## config.mk

```make
export PLATFORM = sky130hd
export DESIGN_NAME = pdrd_decoder
export DESIGN_NICKNAME = d
export VERILOG_FILES = /design/src/rtl/pdrd_pkg.sv /design/src/rtl/pdrd_decoder.sv /design/src/rtl/pdrd_pin_sync.sv
export SDC_FILE = /design/constraint.sdc
export NUM_CORES = 1
export LEC_CHECK = 0
export BUFFER_PORTS_ARGS = -buffer_cell sky130_fd_sc_hd__buf_2
export CAP_MARGIN = 20
export CORE_UTILIZATION = 38
export CTS_BUF_LIST = sky130_fd_sc_hd__clkbuf_4 sky130_fd_sc_hd__clkbuf_8 sky130_fd_sc_hd__clkbuf_16
export DETAILED_ROUTE_END_ITERATION = 8
export GPL_ROUTABILITY_DRIVEN = 0
export SLEW_MARGIN = 25
export SYNTH_ARGS = -nofsm -noshare
export SYNTH_HDL_FRONTEND = slang
export SYNTH_HIERARCHICAL = 1
export SYNTH_SLANG_ARGS = --single-unit
export TNS_END_PERCENT = 100
```

## constraint.sdc

```tcl
create_clock -name clk -period 6.5 [get_ports clk]
set_input_delay 1.3 -clock clk [delete_from_list [all_inputs] [get_ports clk]]
set_output_delay 1.3 -clock clk [all_outputs]
set_load 0.05 [all_outputs]
```

## src/rtl/pdrd_pkg.sv

```systemverilog
// constants and types of the parallel digital reference decoder
// ----------------------------------------------------------------
// Overview of operation
// - binary, 12-bit switch: lines one to twelve weigh 2^0..2^11, rest ignored
// - binary, 16-bit switch: sixteen lines weigh 2^0..2^15, lowest first
// - bcd codes 0-5, 12-bit: three digits 0-9, weights 1,2,4,8
// - bcd codes 0-5, 16-bit: four signed digits, each limited to 0-9
// - five-digit bcd: lines shifted one weight, low digit even 0-8, top 0-3
// - five-digit bcd: sign line is top digit weight two, forward only
// - five-digit bcd spans 0.00 to 399.98 Hz, least step 0.02 Hz
// - five-digit bcd works only on the wide card with the 16-bit switch, otherwise stops
// - data lines are read only while the read strobe is 1
// - binary word of all ones is the full-scale reference
// - narrow card binary: eight lines weigh 2^0..2^7
// - narrow card bcd: two signed digits, low 0-9, high 0-15
// - range and monitor unit follow display-unit and format settings
// - bcd codes 0-5 mean 1%,0.1%,0.01%,1Hz,0.1Hz,0.01Hz; 7 is binary for display units 0-1
// ----------------------------------------------------------------
package pdrd_pkg;

    // ------------------------------------------------------------
    // format codes
    // ------------------------------------------------------------
    localparam logic [2:0] FMT_BCD_PCT1   = 3'h0;
    localparam logic [2:0] FMT_BCD_PCT01  = 3'h1;
    localparam logic [2:0] FMT_BCD_PCT001 = 3'h2;
    localparam logic [2:0] FMT_BCD_HZ1    = 3'h3;
    localparam logic [2:0] FMT_BCD_HZ01   = 3'h4;
    localparam logic [2:0] FMT_BCD_HZ001  = 3'h5;
    localparam logic [2:0] FMT_BCD_5DIG   = 3'h6;
    localparam logic [2:0] FMT_BINARY     = 3'h7;

    // ------------------------------------------------------------
    // widths and pin positions
    // ------------------------------------------------------------
    localparam int DATA_W          = 16;
    localparam int MAG_W           = 17;
    localparam int REF_W           = 18;
    localparam int SYNC_W          = 19;
    localparam int SYNC_SIGN_BIT   = 16;
    localparam int SYNC_STROBE_BIT = 17;
    localparam int SYNC_WIDTH_BIT  = 18;

    // ------------------------------------------------------------
    // digit limits, weights and masks
    // ------------------------------------------------------------
    localparam logic [3:0]  BCD_DIGIT_MAX  = 4'h9;
    localparam logic [16:0] W_TEN          = 17'h0000a;
    localparam logic [16:0] W_HUNDRED      = 17'h00064;
    localparam logic [16:0] W_THOUSAND     = 17'h003e8;
    localparam logic [16:0] W_TEN_THOUSAND = 17'h02710;
    localparam logic [16:0] BCD5_MAX       = 17'h09c3e;
    localparam logic [3:0]  USED_NARROW    = 4'h3;
    localparam logic [3:0]  CHECK_NARROW   = 4'h1;
    localparam logic [3:0]  USED_W12       = 4'h7;
    localparam logic [3:0]  USED_W16       = 4'hf;

    // ------------------------------------------------------------
    // display unit thresholds and monitor units
    // ------------------------------------------------------------
    localparam logic [15:0] DISP_PCT      = 16'h0001;
    localparam logic [15:0] DISP_RPM_MIN  = 16'h0002;
    localparam logic [15:0] DISP_USER_MIN = 16'h0028;
    localparam logic [1:0]  MON_HZ001     = 2'h0;
    localparam logic [1:0]  MON_PCT001    = 2'h1;
    localparam logic [1:0]  MON_RPM       = 2'h2;
    localparam logic [1:0]  MON_USER      = 2'h3;

    // ------------------------------------------------------------
    // reset values
    // ------------------------------------------------------------
    localparam logic [REF_W-1:0]  REF_RESET = 18'h00000;
    localparam logic [MAG_W-1:0]  MAG_RESET = 17'h00000;
    localparam logic [SYNC_W-1:0] PIN_RESET = 19'h00000;

    typedef enum logic [2:0] {
        st_idle  = 3'b001,
        st_read  = 3'b010,
        st_fault = 3'b100
    } pdrd_state_e;

endpackage

```

## src/rtl/pdrd_decoder.sv

```systemverilog
// parallel digital reference decoder top
`timescale 1ns/10ps
module pdrd_decoder
    import pdrd_pkg::*;
(
    input  wire logic              clk,
    input  wire logic              rst,
    input  wire logic [DATA_W-1:0] data_lines,
    input  wire logic              sign_line,
    input  wire logic              read_strobe,
    input  wire logic              width_switch,
    input  wire logic              card_wide,
    input  wire logic [2:0]        input_format_select,
    input  wire logic [15:0]       display_unit_select,
    output logic      [REF_W-1:0]  reference_monitor,
    output logic      [MAG_W-1:0]  reference_magnitude,
    output logic                   reference_reverse,
    output logic                   reference_full_scale,
    output logic                   reference_valid,
    output logic                   unit_is_hz,
    output logic      [1:0]        unit_decimals,
    output logic                   unit_binary,
    output logic      [1:0]        monitor_unit,
    output logic                   digit_error,
    output logic                   format_fault,
    output logic                   read_active
);

    // ------------------------------------------------------------
    // pin synchronisers
    // ------------------------------------------------------------
    logic [SYNC_W-1:0] pins_w;
    logic [SYNC_W-1:0] sync_q;

    assign pins_w = {width_switch, read_strobe, sign_line, data_lines};

    pdrd_pin_sync #(
        .W       (SYNC_W)
    ) u_sync (
        .clk     (clk),
        .rst     (rst),
        .pin_in  (pins_w),
        .pin_out (sync_q)
    );

    logic [DATA_W-1:0] data_s;
    logic              sign_s;
    logic              strobe_s;
    logic              wide16_s;
    logic [11:0]       data_lo12;
    logic [7:0]        data_lo8;

    assign data_s    = sync_q[DATA_W-1:0];
    assign sign_s    = sync_q[SYNC_SIGN_BIT];
    assign strobe_s  = sync_q[SYNC_STROBE_BIT];
    assign wide16_s  = sync_q[SYNC_WIDTH_BIT];
    assign data_lo12 = data_s[11:0];
    assign data_lo8  = data_s[7:0];

    // ------------------------------------------------------------
    // format selection
    // ------------------------------------------------------------
    logic disp_bcd_force;
    logic is_binary;
    logic is_bcd5;
    logic is_bcd;
    logic fault_w;

    assign disp_bcd_force = display_unit_select >= DISP_RPM_MIN;
    assign is_binary      = (input_format_select == FMT_BINARY) && !disp_bcd_force;
    assign is_bcd5        = input_format_select == FMT_BCD_5DIG;
    assign is_bcd         = !is_binary && !is_bcd5;
    assign fault_w        = is_bcd5 && (!card_wide || !wide16_s);

    // ------------------------------------------------------------
    // binary decode
    // ------------------------------------------------------------
    logic [MAG_W-1:0] bin_mag;
    logic             bin_full;

    assign bin_mag  = !card_wide ? {9'h000, data_lo8} :
                      wide16_s   ? {1'b0, data_s} :
                                   {5'h00, data_lo12};
    assign bin_full = !card_wide ? &data_lo8 :
                      wide16_s   ? &data_s : &data_lo12;

    // ------------------------------------------------------------
    // weighted digit sum
    // ------------------------------------------------------------
    function automatic logic [MAG_W-1:0] pdrd_wsum(
        input logic [3:0] d4,
        input logic [3:0] d3,
        input logic [3:0] d2,
        input logic [3:0] d1,
        input logic [3:0] d0
    );
        pdrd_wsum = {13'h0000, d4} * W_TEN_THOUSAND
                  + {13'h0000, d3} * W_THOUSAND
                  + {13'h0000, d2} * W_HUNDRED
                  + {13'h0000, d1} * W_TEN
                  + {13'h0000, d0};
    endfunction

    // ------------------------------------------------------------
    // signed bcd decode
    // ------------------------------------------------------------
    logic [3:0] digit_w [4];
    logic [3:0] used_d  [4];
    logic [3:0] dig_bad;
    logic [3:0] used_w;
    logic [3:0] check_w;
    logic       bcd_bad;
    logic [MAG_W-1:0] bcd_mag;

    assign used_w  = !card_wide ? USED_NARROW : wide16_s ? USED_W16 : USED_W12;
    assign check_w = !card_wide ? CHECK_NARROW : used_w;

    genvar g;
    for (g = 0; g < 4; g++) begin : g_digit
        assign digit_w[g] = data_s[4*g+3 -: 4];
        assign used_d[g]  = digit_w[g] & {4{used_w[g]}};
        assign dig_bad[g] = check_w[g] && (digit_w[g] > BCD_DIGIT_MAX);
    end

    assign bcd_bad = |dig_bad;
    assign bcd_mag = pdrd_wsum(4'h0, used_d[3], used_d[2], used_d[1], used_d[0]);

    // ------------------------------------------------------------
    // unsigned five-digit bcd decode
    // ------------------------------------------------------------
    logic [3:0] b5_d1;
    logic [3:0] b5_d2;
    logic [3:0] b5_d3;
    logic [3:0] b5_d4;
    logic [3:0] b5_d5;
    logic       b5_bad;
    logic [MAG_W-1:0] b5_mag;

    assign b5_d1  = {data_s[2:0], 1'b0};
    assign b5_d2  = data_s[6:3];
    assign b5_d3  = data_s[10:7];
    assign b5_d4  = data_s[14:11];
    assign b5_d5  = {2'h0, sign_s, data_s[15]};
    assign b5_bad = (b5_d1 > BCD_DIGIT_MAX) || (b5_d2 > BCD_DIGIT_MAX)
                 || (b5_d3 > BCD_DIGIT_MAX) || (b5_d4 > BCD_DIGIT_MAX);
    assign b5_mag = pdrd_wsum(b5_d5, b5_d4, b5_d3, b5_d2, b5_d1);

    // ------------------------------------------------------------
    // selection of the next reference
    // ------------------------------------------------------------
    logic             dec_bad;
    logic             take_w;
    logic [MAG_W-1:0] mag_nxt;
    logic             rev_nxt;
    logic [REF_W-1:0] ref_nxt;

    assign dec_bad = fault_w || (is_bcd && bcd_bad) || (is_bcd5 && b5_bad);
    assign take_w  = strobe_s && !dec_bad;
    assign mag_nxt = is_binary ? bin_mag : is_bcd5 ? b5_mag : bcd_mag;
    assign rev_nxt = is_bcd5 ? 1'b0 : sign_s;
    assign ref_nxt = rev_nxt ? (REF_RESET - {1'b0, mag_nxt}) : {1'b0, mag_nxt};

    // ------------------------------------------------------------
    // unit decode
    // ------------------------------------------------------------
    logic       hz_nxt;
    logic [1:0] dec_nxt;
    logic [1:0] mon_nxt;

    always_comb begin
        hz_nxt  = 1'b0;
        dec_nxt = 2'h0;
        case (input_format_select)
            FMT_BCD_PCT1:   dec_nxt = 2'h0;
            FMT_BCD_PCT01:  dec_nxt = 2'h1;
            FMT_BCD_PCT001: dec_nxt = 2'h2;
            FMT_BCD_HZ1:    hz_nxt  = 1'b1;
            FMT_BCD_HZ01: begin
                hz_nxt  = 1'b1;
                dec_nxt = 2'h1;
            end
            FMT_BCD_HZ001, FMT_BCD_5DIG: begin
                hz_nxt  = 1'b1;
                dec_nxt = 2'h2;
            end
            default: dec_nxt = 2'h0;
        endcase
    end

    assign mon_nxt = (display_unit_select == REF_RESET[15:0]) ? MON_HZ001 :
                     (display_unit_select == DISP_PCT)        ? MON_PCT001 :
                     (display_unit_select < DISP_USER_MIN)    ? MON_RPM : MON_USER;

    // ------------------------------------------------------------
    // state machine
    // ------------------------------------------------------------
    pdrd_state_e state_r;
    pdrd_state_e state_nxt;

    always_comb begin
        case (state_r)
            st_idle, st_read, st_fault: begin
                if (fault_w) begin
                    state_nxt = st_fault;
                end else if (strobe_s) begin
                    state_nxt = st_read;
                end else begin
                    state_nxt = st_idle;
                end
            end
            default: state_nxt = st_idle;
        endcase
    end

    always_ff @(posedge clk or posedge rst) begin
        if (rst) begin
            state_r <= st_idle;
        end else begin
            state_r <= state_nxt;
        end
    end

    assign format_fault = state_r == st_fault;
    assign read_active  = state_r == st_read;

    // ------------------------------------------------------------
    // reference capture
    // ------------------------------------------------------------
    always_ff @(posedge clk or posedge rst) begin
        if (rst) begin
            reference_monitor    <= REF_RESET;
            reference_magnitude  <= MAG_RESET;
            reference_reverse    <= 1'b0;
            reference_full_scale <= 1'b0;
            reference_valid      <= 1'b0;
        end else if (take_w) begin
            reference_monitor    <= ref_nxt;
            reference_magnitude  <= mag_nxt;
            reference_reverse    <= rev_nxt;
            reference_full_scale <= is_binary && bin_full;
            reference_valid      <= 1'b1;
        end
    end

    always_ff @(posedge clk or posedge rst) begin
        if (rst) begin
            digit_error   <= 1'b0;
            unit_is_hz    <= 1'b0;
            unit_decimals <= 2'h0;
            unit_binary   <= 1'b0;
            monitor_unit  <= MON_HZ001;
        end else begin
            digit_error   <= strobe_s && ((is_bcd && bcd_bad) || (is_bcd5 && b5_bad));
            unit_is_hz    <= hz_nxt;
            unit_decimals <= dec_nxt;
            unit_binary   <= is_binary;
            monitor_unit  <= mon_nxt;
        end
    end
endmodule

```

## src/rtl/pdrd_pin_sync.sv

```systemverilog
// three-flop pin synchroniser with agreement filter
`timescale 1ns/10ps
module pdrd_pin_sync
    import pdrd_pkg::*;
#(
    parameter int W = SYNC_W
) (
    input  wire logic         clk,
    input  wire logic         rst,
    input  wire logic [W-1:0] pin_in,
    output logic      [W-1:0] pin_out
);

    logic [W-1:0] s1_r;
    logic [W-1:0] s2_r;
    logic [W-1:0] s3_r;

    // ------------------------------------------------------------
    // per-bit stages
    // ------------------------------------------------------------
    genvar g;
    for (g = 0; g < W; g++) begin : g_bit
        always_ff @(posedge clk or posedge rst) begin
            if (rst) begin
                s1_r[g]    <= 1'b0;
                s2_r[g]    <= 1'b0;
                s3_r[g]    <= 1'b0;
                pin_out[g] <= 1'b0;
            end else begin
                s1_r[g] <= pin_in[g];
                s2_r[g] <= s1_r[g];
                s3_r[g] <= s2_r[g];
                if (s2_r[g] == s3_r[g]) begin
                    pin_out[g] <= s3_r[g];
                end
            end
        end
    end

endmodule

```

# After elaboration in Yosys (flattened, before gate mapping)
# Index checks and enable logic that the tools add are counted.
dict set report word_totals {
  word_cells 199
  in_bits 41
  regBits 124
}
dict set report op_classes {
  bitwise_logic 4
  n_eq_ne 30
  n_mul 7
  reduce_logical 34
  order_cmp 10
  addsub 8
  n_mux 19
}
# cell count
set ops {}
lappend ops {{two-way mux 17 bit} 2}
lappend ops {{greater-than comparator 4 bit, second input constant} 8}
lappend ops {{two-way mux 16 bit} 2}
lappend ops {{multiplier 4 x 7 -> 11 bit, second input constant} 2}
lappend ops {{== test 1 bit} 19}
lappend ops {{multiplier 4 x 5 -> 9 bit, second input constant} 2}
lappend ops {{two-way mux 18 bit} 1}
lappend ops {{subtractor 1 x 17 -> 18 bit, first input constant} 1}
lappend ops {{adder 16 x 14 -> 17 bit} 1}
lappend ops {{adder 16 x 4 -> 17 bit} 1}
lappend ops {{adder 17 x 11 -> 17 bit} 1}
lappend ops {{adder 17 x 4 -> 17 bit} 1}
lappend ops {{adder 17 x 8 -> 17 bit} 1}
lappend ops {{adder 15 x 8 -> 16 bit} 1}
lappend ops {{AND 4 bit} 4}
lappend ops {{== test 16 x 1 -> 1 bit, second input constant} 1}
lappend ops {{greater-or-equal comparator 16 x 2 -> 1 bit, second input constant} 1}
lappend ops {{zero test 16 bit} 1}
lappend ops {{less-than comparator 16 x 6 -> 1 bit, second input constant} 1}
lappend ops {{AND reduction 16 bit} 1}
lappend ops {{adder 14 x 11 -> 15 bit} 1}
lappend ops {{== test 3 bit, second input constant} 5}
lappend ops {{multiplier 4 x 3 -> 7 bit, second input constant} 2}
lappend ops {{logical AND 1 bit} 12}
lappend ops {{15 further kinds} 40}

# Depth between registers and ports, before layout
# Gate-level depths: netlist of run 1.
dict set report depth {
  depth_word 11
  depth_mapped 24
}

# By module
# The synthesis of run 1 kept the hierarchy.
# module cells_per_inst area_per_inst_um2 n_inst
set modules_own_cells {}
lappend modules_own_cells {pdrd_decoder 698 6247.2 1}
lappend modules_own_cells {pdrd_pin_sync 96 2119.5 1}

# Worst setup path before layout of run 1
# No wires, ideal clock.
dict set report synth_path {
  path_kind {in2reg}
  startpoint {in card_wide}
  endpoint {reg reference_monitor[17]}
  path_buffers 1
  path_stages 24
  slack_ns 0.082
  arrival_ns 6.297
  cell_sequence {and2_1 -> buf_4 -> nand2_1 -> inv_1 -> ha_1 -> inv_1 -> fa_1 -> inv_1 -> ha_1 -> o21ai_0 -> nor2_1 -> nor2_1 -> ha_1 -> ha_1 -> ha_1 -> a2111oi_0 -> o21ai_1 -> a41oi_1 -> nor2b_1 -> o21ai_0 -> nor2_1 -> a311o_1 -> or4_1 -> a22o_1}
}
dict set report synth_between {
  elab_chain_cells 10
  word_cells_on_any_way 30
  cone_classes {add/sub: 4; mul: 3; mux: 6; bitwise: 4; reduce/logical: 13}
}
# element line_no
set synth_lines {}
lappend synth_lines {{start, declared} pdrd_decoder.sv:12} ;# input wire logic card_wide,
lappend synth_lines {{two-way mux 4 bit} pdrd_decoder.sv:115} ;# assign used_w = !card_wide ? USED_NARROW : wide16_s ? USED_W16 : USED_W12;
lappend synth_lines {{AND 4 bit} pdrd_decoder.sv:121} ;# assign used_d[g] = digit_w[g] & {4{used_w[g]}};
lappend synth_lines {{multiplier 4 x 7 -> 11 bit or multiplier 4 x 5 -> 9 bit (tied branches)} {pdrd_decoder.sv:98, pdrd_decoder.sv:99}}
lappend synth_lines {{adder 14 x 11 -> 15 bit} pdrd_decoder.sv:99} ;# + {13'h0000, d2} * W_HUNDRED
lappend synth_lines {{adder 15 x 8 -> 16 bit} pdrd_decoder.sv:100} ;# + {13'h0000, d1} * W_TEN
lappend synth_lines {{adder 16 x 4 -> 17 bit} pdrd_decoder.sv:101} ;# + {13'h0000, d0};
lappend synth_lines {{two-way mux 17 bit (2 in series)} pdrd_decoder.sv:159} ;# assign mag_nxt = is_binary ? bin_mag : is_bcd5 ? b5_mag : bcd_mag;
lappend synth_lines {{subtractor 1 x 17 -> 18 bit} pdrd_decoder.sv:161} ;# assign ref_nxt = rev_nxt ? (REF_RESET - {1'b0, mag_nxt}) : {1'b0, mag_nxt};
lappend synth_lines {{two-way mux 18 bit} pdrd_decoder.sv:161}
lappend synth_lines {{end signal, assigned} pdrd_decoder.sv:237} ;# reference_monitor <= ref_nxt;
lappend synth_lines {{end, declared} pdrd_decoder.sv:15} ;# output logic [REF_W-1:0] reference_monitor,
# Parallel ways exist; a longest one is shown, timed or not.
# A chain may end at the register's enable or synchronous reset.

# Worst setup path after layout of run 1
# Same ends and word-level chain as after synthesis.

==> metrics.cfg, run 1 <==
[status]
status = finished clean

[clock_tree]
holdBufCountCts = 0
cts_made_buffers = 17
cts_max_level = 4
cts_tree = yes
cts_resized = 0
clk_pin_slew_ps = 60
postCtsSetupRepairBufs = 0
clk_latency_ps = 420
clock_path_buffers = 2
root_buffer = clkbuf_16
cts.sinks = 123

[worst_hold_path]
min_from = u_sync/s1_r[2]$_DFF_PP0_
hp-class = reg -> reg

[floorplanning]
core_sq_mm = 0.02129
rows = 53
die_w_um = 150.4
ioPinCount = 88
start_util_pct = 39.31
dieArea_sq_mm = 0.02262
die_h_um = 150.4

[finish]
final_common_cell = dfrtp_1
drive_above_1_share_pct = 21.30
n_fill_cell = 1980
syn2layout_area_growth_pct = 18.75
final_nets = 1101
layout_common_cells = dfrtp_1, ha_1, buf_2, nand2_1, inv_1
fin_cells = 1200
diodes = 0
post-route-cell-area_sq_mm = 0.009936

[logic_synthesis]
synthArstFlopShare_pct = 100.0
synth_flop_cell = dfrtp_1
yosysUniqueCellTypes = 78
syn-num-nets = 983
synth-compound-area-share_pct = 13.70
netlist_area_sq_mm = 0.008367
yosys_warnings = 6
synth_edf_count = 0
synth_top_family_by_area = adder cells
synthCells = 794
yosys.area_share.simple_pct = 11.69
synthAdderAreaFrac_pct = 27.92
ys_seq_area_share_pct = 36.80
postSynthAreaPerCell_sq_um = 10.54
synthXorXnorAreaFrac_pct = 5.129
synthMuxAreaShare_pct = 0.6281
ys_ff_latch = 123

[global_route]
first_global_vias = 6107
grt.overflow.total = 0
grt_usage_pct = 18.00
antenna_found_initial = 0
grt_max_degree = 77
grt_pass1_wl_um = 31150

[setup_path]
startpoint = card_wide
critPathKind = in -> reg
r2r_slack_ps = 660
cp-endpoint = reference_monitor[17]$_DFFE_PP0P_
start_kind = input port
cp-end-kind = flop
worstPathMaxFanout = 4
cp.arrival_ps = 6470
required_ps = 6790
r2r_end = reference_monitor[13]$_DFFE_PP0P_
r2r_start = u_sync/pin_out[12]$_DFFE_PP0N_
reg2reg_depth = 19

[sta]
rsz0062_at_grt = no
fin_crit_ps = 6173
maxSlewHeadroom_pct = 44.45
clock.fmax_mhz = 162.0
drv_slew = 0
fin_skew_ps = 19.98
hold_violations = 0
worst_pin_slew_ps = 833.2
period_share_pct = 94.97
setup_viol = 0

[route]
drt-pass1-iter-count = 5
drc_errors = 0
post_drt_wl_per_cell_um = 15.72
via_per_inst = 5.108
drt-initial-drc-count = 331
drtAntennaViolNets = 0
wl_um = 18860
vias = 6129

[place]
dp_cells = 1167
portBuffers = 87
place_hpwl_um = 14590
place_area_sq_mm = 0.009289

[power_and_ir_drop]
power_w = 0.004869
total_leakage_power_nw = 4.914
ir_worst_vdd_mv = 0.3624
powerDensity_mw_per_mm2 = 490.1

[flow_run]
maxCapViolCount = 0

per-stage QoR:
step / hold slack [ps] / setup slack, ps / util (%) / TNS [ps]
after global placement: 332.5 / 71.50 / 43.64 / 0
after global routing: 354.7 / 29.86 / 46.68 / 0
final: 342.7 / 326.8 / 46.68 / 0
after CTS: 344.3 / 351.2 / 46.54 / 0
after floorplan: 331.2 / 82.49 / - / 0
after detailed placement: 334.7 / -61.32 / 43.64 / -61.63
critical path, stage by stage:
cell,delay (ps)
buf_2,110
and2_1,160
nand2_1,80
inv_1,60
ha_1,300
inv_1,90
fa_1,530
inv_1,40
ha_1,340
a211oi_1,240
nor2_1,80
ha_1,300
ha_1,310
ha_1,310
a2111oi_0,390
o21ai_1,170
a41oi_1,340
nor2b_1,70
o21ai_0,160
nor2_1,80
a311o_1,340
or4_1,470
a22o_1,200
per-layer routing:
metal	track usage, %	up-vias	share of wire, %
met4	4.343	0	1.0
met3	3.212	17	4.2
met1	24.67	2943	48
met2	29.33	142	47
li1	-	3027	-
met5	0	-	0
cells in the mapped netlist (5+ instances only):
library cell	count	share of area [%]
nand4_1	7	0.52
inv_1	60	2.7
a21o_1	16	1.4
xnor2_1	33	3.5
and3_1	6	0.45
fa_1	36	8.6
dfrtp_1	122	36
nand2b_1	7	0.52
xor2_1	16	1.7
o211ai_1	7	0.63
o21ai_1	15	0.90
nor3_1	10	0.60
nand3_1	11	0.66
o21ai_0	46	2.8
nor3b_1	5	0.45
a21oi_1	25	1.5
clkbuf_1	14	0.63
nand2_1	72	3.2
a211oi_1	7	0.63
maj3_2	19	2.6
o21a_1	5	0.45
nor2_1	48	2.2
ha_1	112	17
power breakdown:
part           total [W]  internal, W  leakage, nW  switching, W
sequential      0.000985     0.000898         1.47     0.0000870
combinational    0.00290      0.00112         3.14       0.00178
clock           0.000984     0.000617        0.299      0.000367
flip-flops by register name (all words and copies together) (netlist names), 3 cells and up:
signal	cells
u_sync/pin_out	19
u_sync/s1_r	19
u_sync/s2_r	19
u_sync/s3_r	19
reference_monitor	18
reference_magnitude	16
state_r	3
cells by family after synthesis:
logic type,after synthesis
adders and majority gates,167
xor gates and xnor gates,49
and+or+nand+nor,197
AOI/OAI and AO/OA,171
muxes,5
buffers and inverters,82
DFF,123
how the worst min path moves through the flow:
stage | to | slack (ps) | cells past startpoint
2_1_floorplan | u_sync/s2_r[0]$_DFF_PP0_ | 330 | 0
3_3_place_gp | u_sync/s2_r[5]$_DFF_PP0_ | 330 | 0
3_5_place_dp | u_sync/s2_r[13]$_DFF_PP0_ | 330 | 0
4_1_cts | u_sync/s2_r[2]$_DFF_PP0_ | 340 | 0
5_1_grt | u_sync/s2_r[5]$_DFF_PP0_ | 350 | 0
6_report | u_sync/s2_r[2]$_DFF_PP0_ | 340 | 0
area by class of cell:
cell class | instances | area, sq um | share of cell area (%)
multi-input cells | 589 | 4947 | 49.79
flip-flops and latches | 123 | 3079 | 30.99
repair buffers | 120 | 703.2 | 7.077
clock buffers | 18 | 432.9 | 4.357
well taps | 275 | 344.1 | 3.463
inverters | 61 | 244.0 | 2.456
clock inverters | 14 | 185.2 | 1.864
(Power assumes the default switching activity.)
==> run 2: changes to the inputs <==
==> constraint.sdc (replaced) <==
create_clock -name clk -period 6.5 [get_ports clk]
set_input_delay 0.975 -clock clk [delete_from_list [all_inputs] [get_ports clk]]
set_output_delay 0.975 -clock clk [all_outputs]
set_load 0.05 [all_outputs]
==> run 2 against run 1 <==
Die area is the same. Cell area shrank 0.58%. Sequential cell count is the same. Largest power group unchanged. Fmax grew 2.8%.
==> metrics.cfg, run 2 (synthesis results as in run 1) <==
[clock_tree]
cts_made_buffers = 17
cts.sinks = 123
clk_pin_slew_ps = 60
clk_latency_ps = 420
holdBufCountCts = 0
cts_resized = 0
cts_max_level = 4
cts_tree = yes
root_buffer = clkbuf_16
postCtsSetupRepairBufs = 0
clock_path_buffers = 2

[setup_path]
cp-end-kind = flop
required_ps = 6800
startpoint = card_wide
worstPathMaxFanout = 8
crit_path_top_delay_cell = fa_1
path_depth = 24
critPathKind = in -> reg
start_kind = input port
crit_buf_inv = 4
cpLargestDelayFamily = adder cells
cpPeakStageDelay_ps = 530
path_cells = buf_2, and2_1, nand2_1, inv_1, ha_1, inv_1, fa_1, inv_1, ha_1, o21ai_0, nor2_1, nor2_1, ha_1, ha_1, ha_1, a2111oi_0, o21ai_1, a41oi_1, nor2b_1, o21ai_0, nor2_1, a311o_1, or4_1, a22o_1
reg2reg_depth = 23
r2r_slack_ps = 560
r2r_start = u_sync/pin_out[14]$_DFFE_PP0N_
cp_common_cell = ha_1
cp.arrival_ps = 6300

[finish]
post-route-cell-area_sq_mm = 0.009878
n_fill_cell = 1979
final_nets = 1087
diodes = 0
syn2layout_area_growth_pct = 18.06
layout_common_cells = dfrtp_1, ha_1, buf_2, nand2_1, inv_1
final_common_cell = dfrtp_1
drive_above_1_share_pct = 20.09

[place]
place_hpwl_um = 14720
place_area_sq_mm = 0.009184
portBuffers = 87

[route]
drt-pass1-iter-count = 7
vias = 6099
wl_um = 19390
via_per_inst = 5.142
drc_errors = 0
post_drt_wl_per_cell_um = 16.35
drtAntennaViolNets = 0
drt-initial-drc-count = 342

[sta]
maxSlewHeadroom_pct = 41.88
clock.fmax_mhz = 166.5
fin_crit_ps = 6006
hold_violations = 0
drv_slew = 0
final.setup.tns_ps = 0
rsz0062_at_grt = no
fin_skew_ps = 15.08
period_share_pct = 92.41
worst_pin_slew_ps = 871.8
setup_viol = 0

[global_route]
grt.overflow.total = 0
grt_usage_pct = 18.31
first_global_vias = 5937
grt_max_degree = 77
grt_pass1_wl_um = 31390
antenna_found_initial = 0

[power_and_ir_drop]
clkPwrFrac_pct = 21.6
net-switching-power_w = 0.002257
total_leakage_power_nw = 4.869
seqPwrFrac_pct = 20.0
comb_power_share_pct = 58.4
p_sw_share_pct = 45.70
powerDensity_mw_per_mm2 = 499.9
internal-power_w = 0.002682
ir_worst_vdd_mv = 0.3723

[worst_hold_path]
min_from = u_sync/s1_r[2]$_DFF_PP0_
hold_depth = 0
hp-class = reg -> reg

[floorplanning]
die_w_um = 150.4
core_sq_mm = 0.02129
die_h_um = 150.4
rows = 53
dieArea_sq_mm = 0.02262
start_util_pct = 39.31
ioPinCount = 88

[flow_run]
maxCapViolCount = 0

[status]
status = finished clean

==> run 2: per-layer routing <==
metal	wire (um)	global-route usage, %	up-vias
li1	-	-	2996
met1	9087	25.15	2923
met2	9021	28.87	161
met3	1008	3.576	19
met4	268	5.909	0
met5	0	0	-
==> run 2: layout make-up <==
| class | count | area [sq um] | area share [%] |
|---|---|---|---|
| clock buffer | 18 | 432.9 | 4.383 |
| clock inverter | 14 | 232.7 | 2.356 |
| inverter | 61 | 244.0 | 2.470 |
| multi-input combinational | 589 | 4947 | 50.08 |
| sequential | 123 | 3079 | 31.17 |
| tap | 275 | 344.1 | 3.483 |
| timing repair buffer | 106 | 598.1 | 6.054 |
==> run 2: final timing paths <==
path | to
setup / recovery | reference_monitor[17]$_DFFE_PP0P_
hold / removal | u_sync/s2_r[2]$_DFF_PP0_
setup reg to reg | reference_monitor[17]$_DFFE_PP0P_
hold reg to reg | u_sync/s2_r[2]$_DFF_PP0_
max in group asynchronous | unit_binary$_DFF_PP0_
min in group asynchronous | u_sync/s3_r[2]$_DFF_PP0_
==> run 2: per-stage QoR <==
stage	hold slack (ps)	worst slack (ps)	utilization, %	cells	total power (W)
after floorplan	331.2	407.5	-	794	0.003188
after global placement	332.5	186.1	43.14	1153	0.003829
after detailed placement	334.7	116.9	43.14	1153	0.003840
after CTS	346.4	534.9	46.27	1185	0.004951
after global routing	353.2	33.16	46.41	1186	0.005307
final	346.8	493.6	46.41	1186	0.004938
==> run 2: power by group through the flow <==
stage	combinational, W	sequential, W	clock [W]
finish	0.00288	0.000989	0.00107
global route	0.00317	0.00101	0.00113
CTS	0.00286	0.000992	0.00110
detailed placement	0.00284	0.00100	0
global placement	0.00283	0.00100	0
floorplan	0.00187	0.00132	0
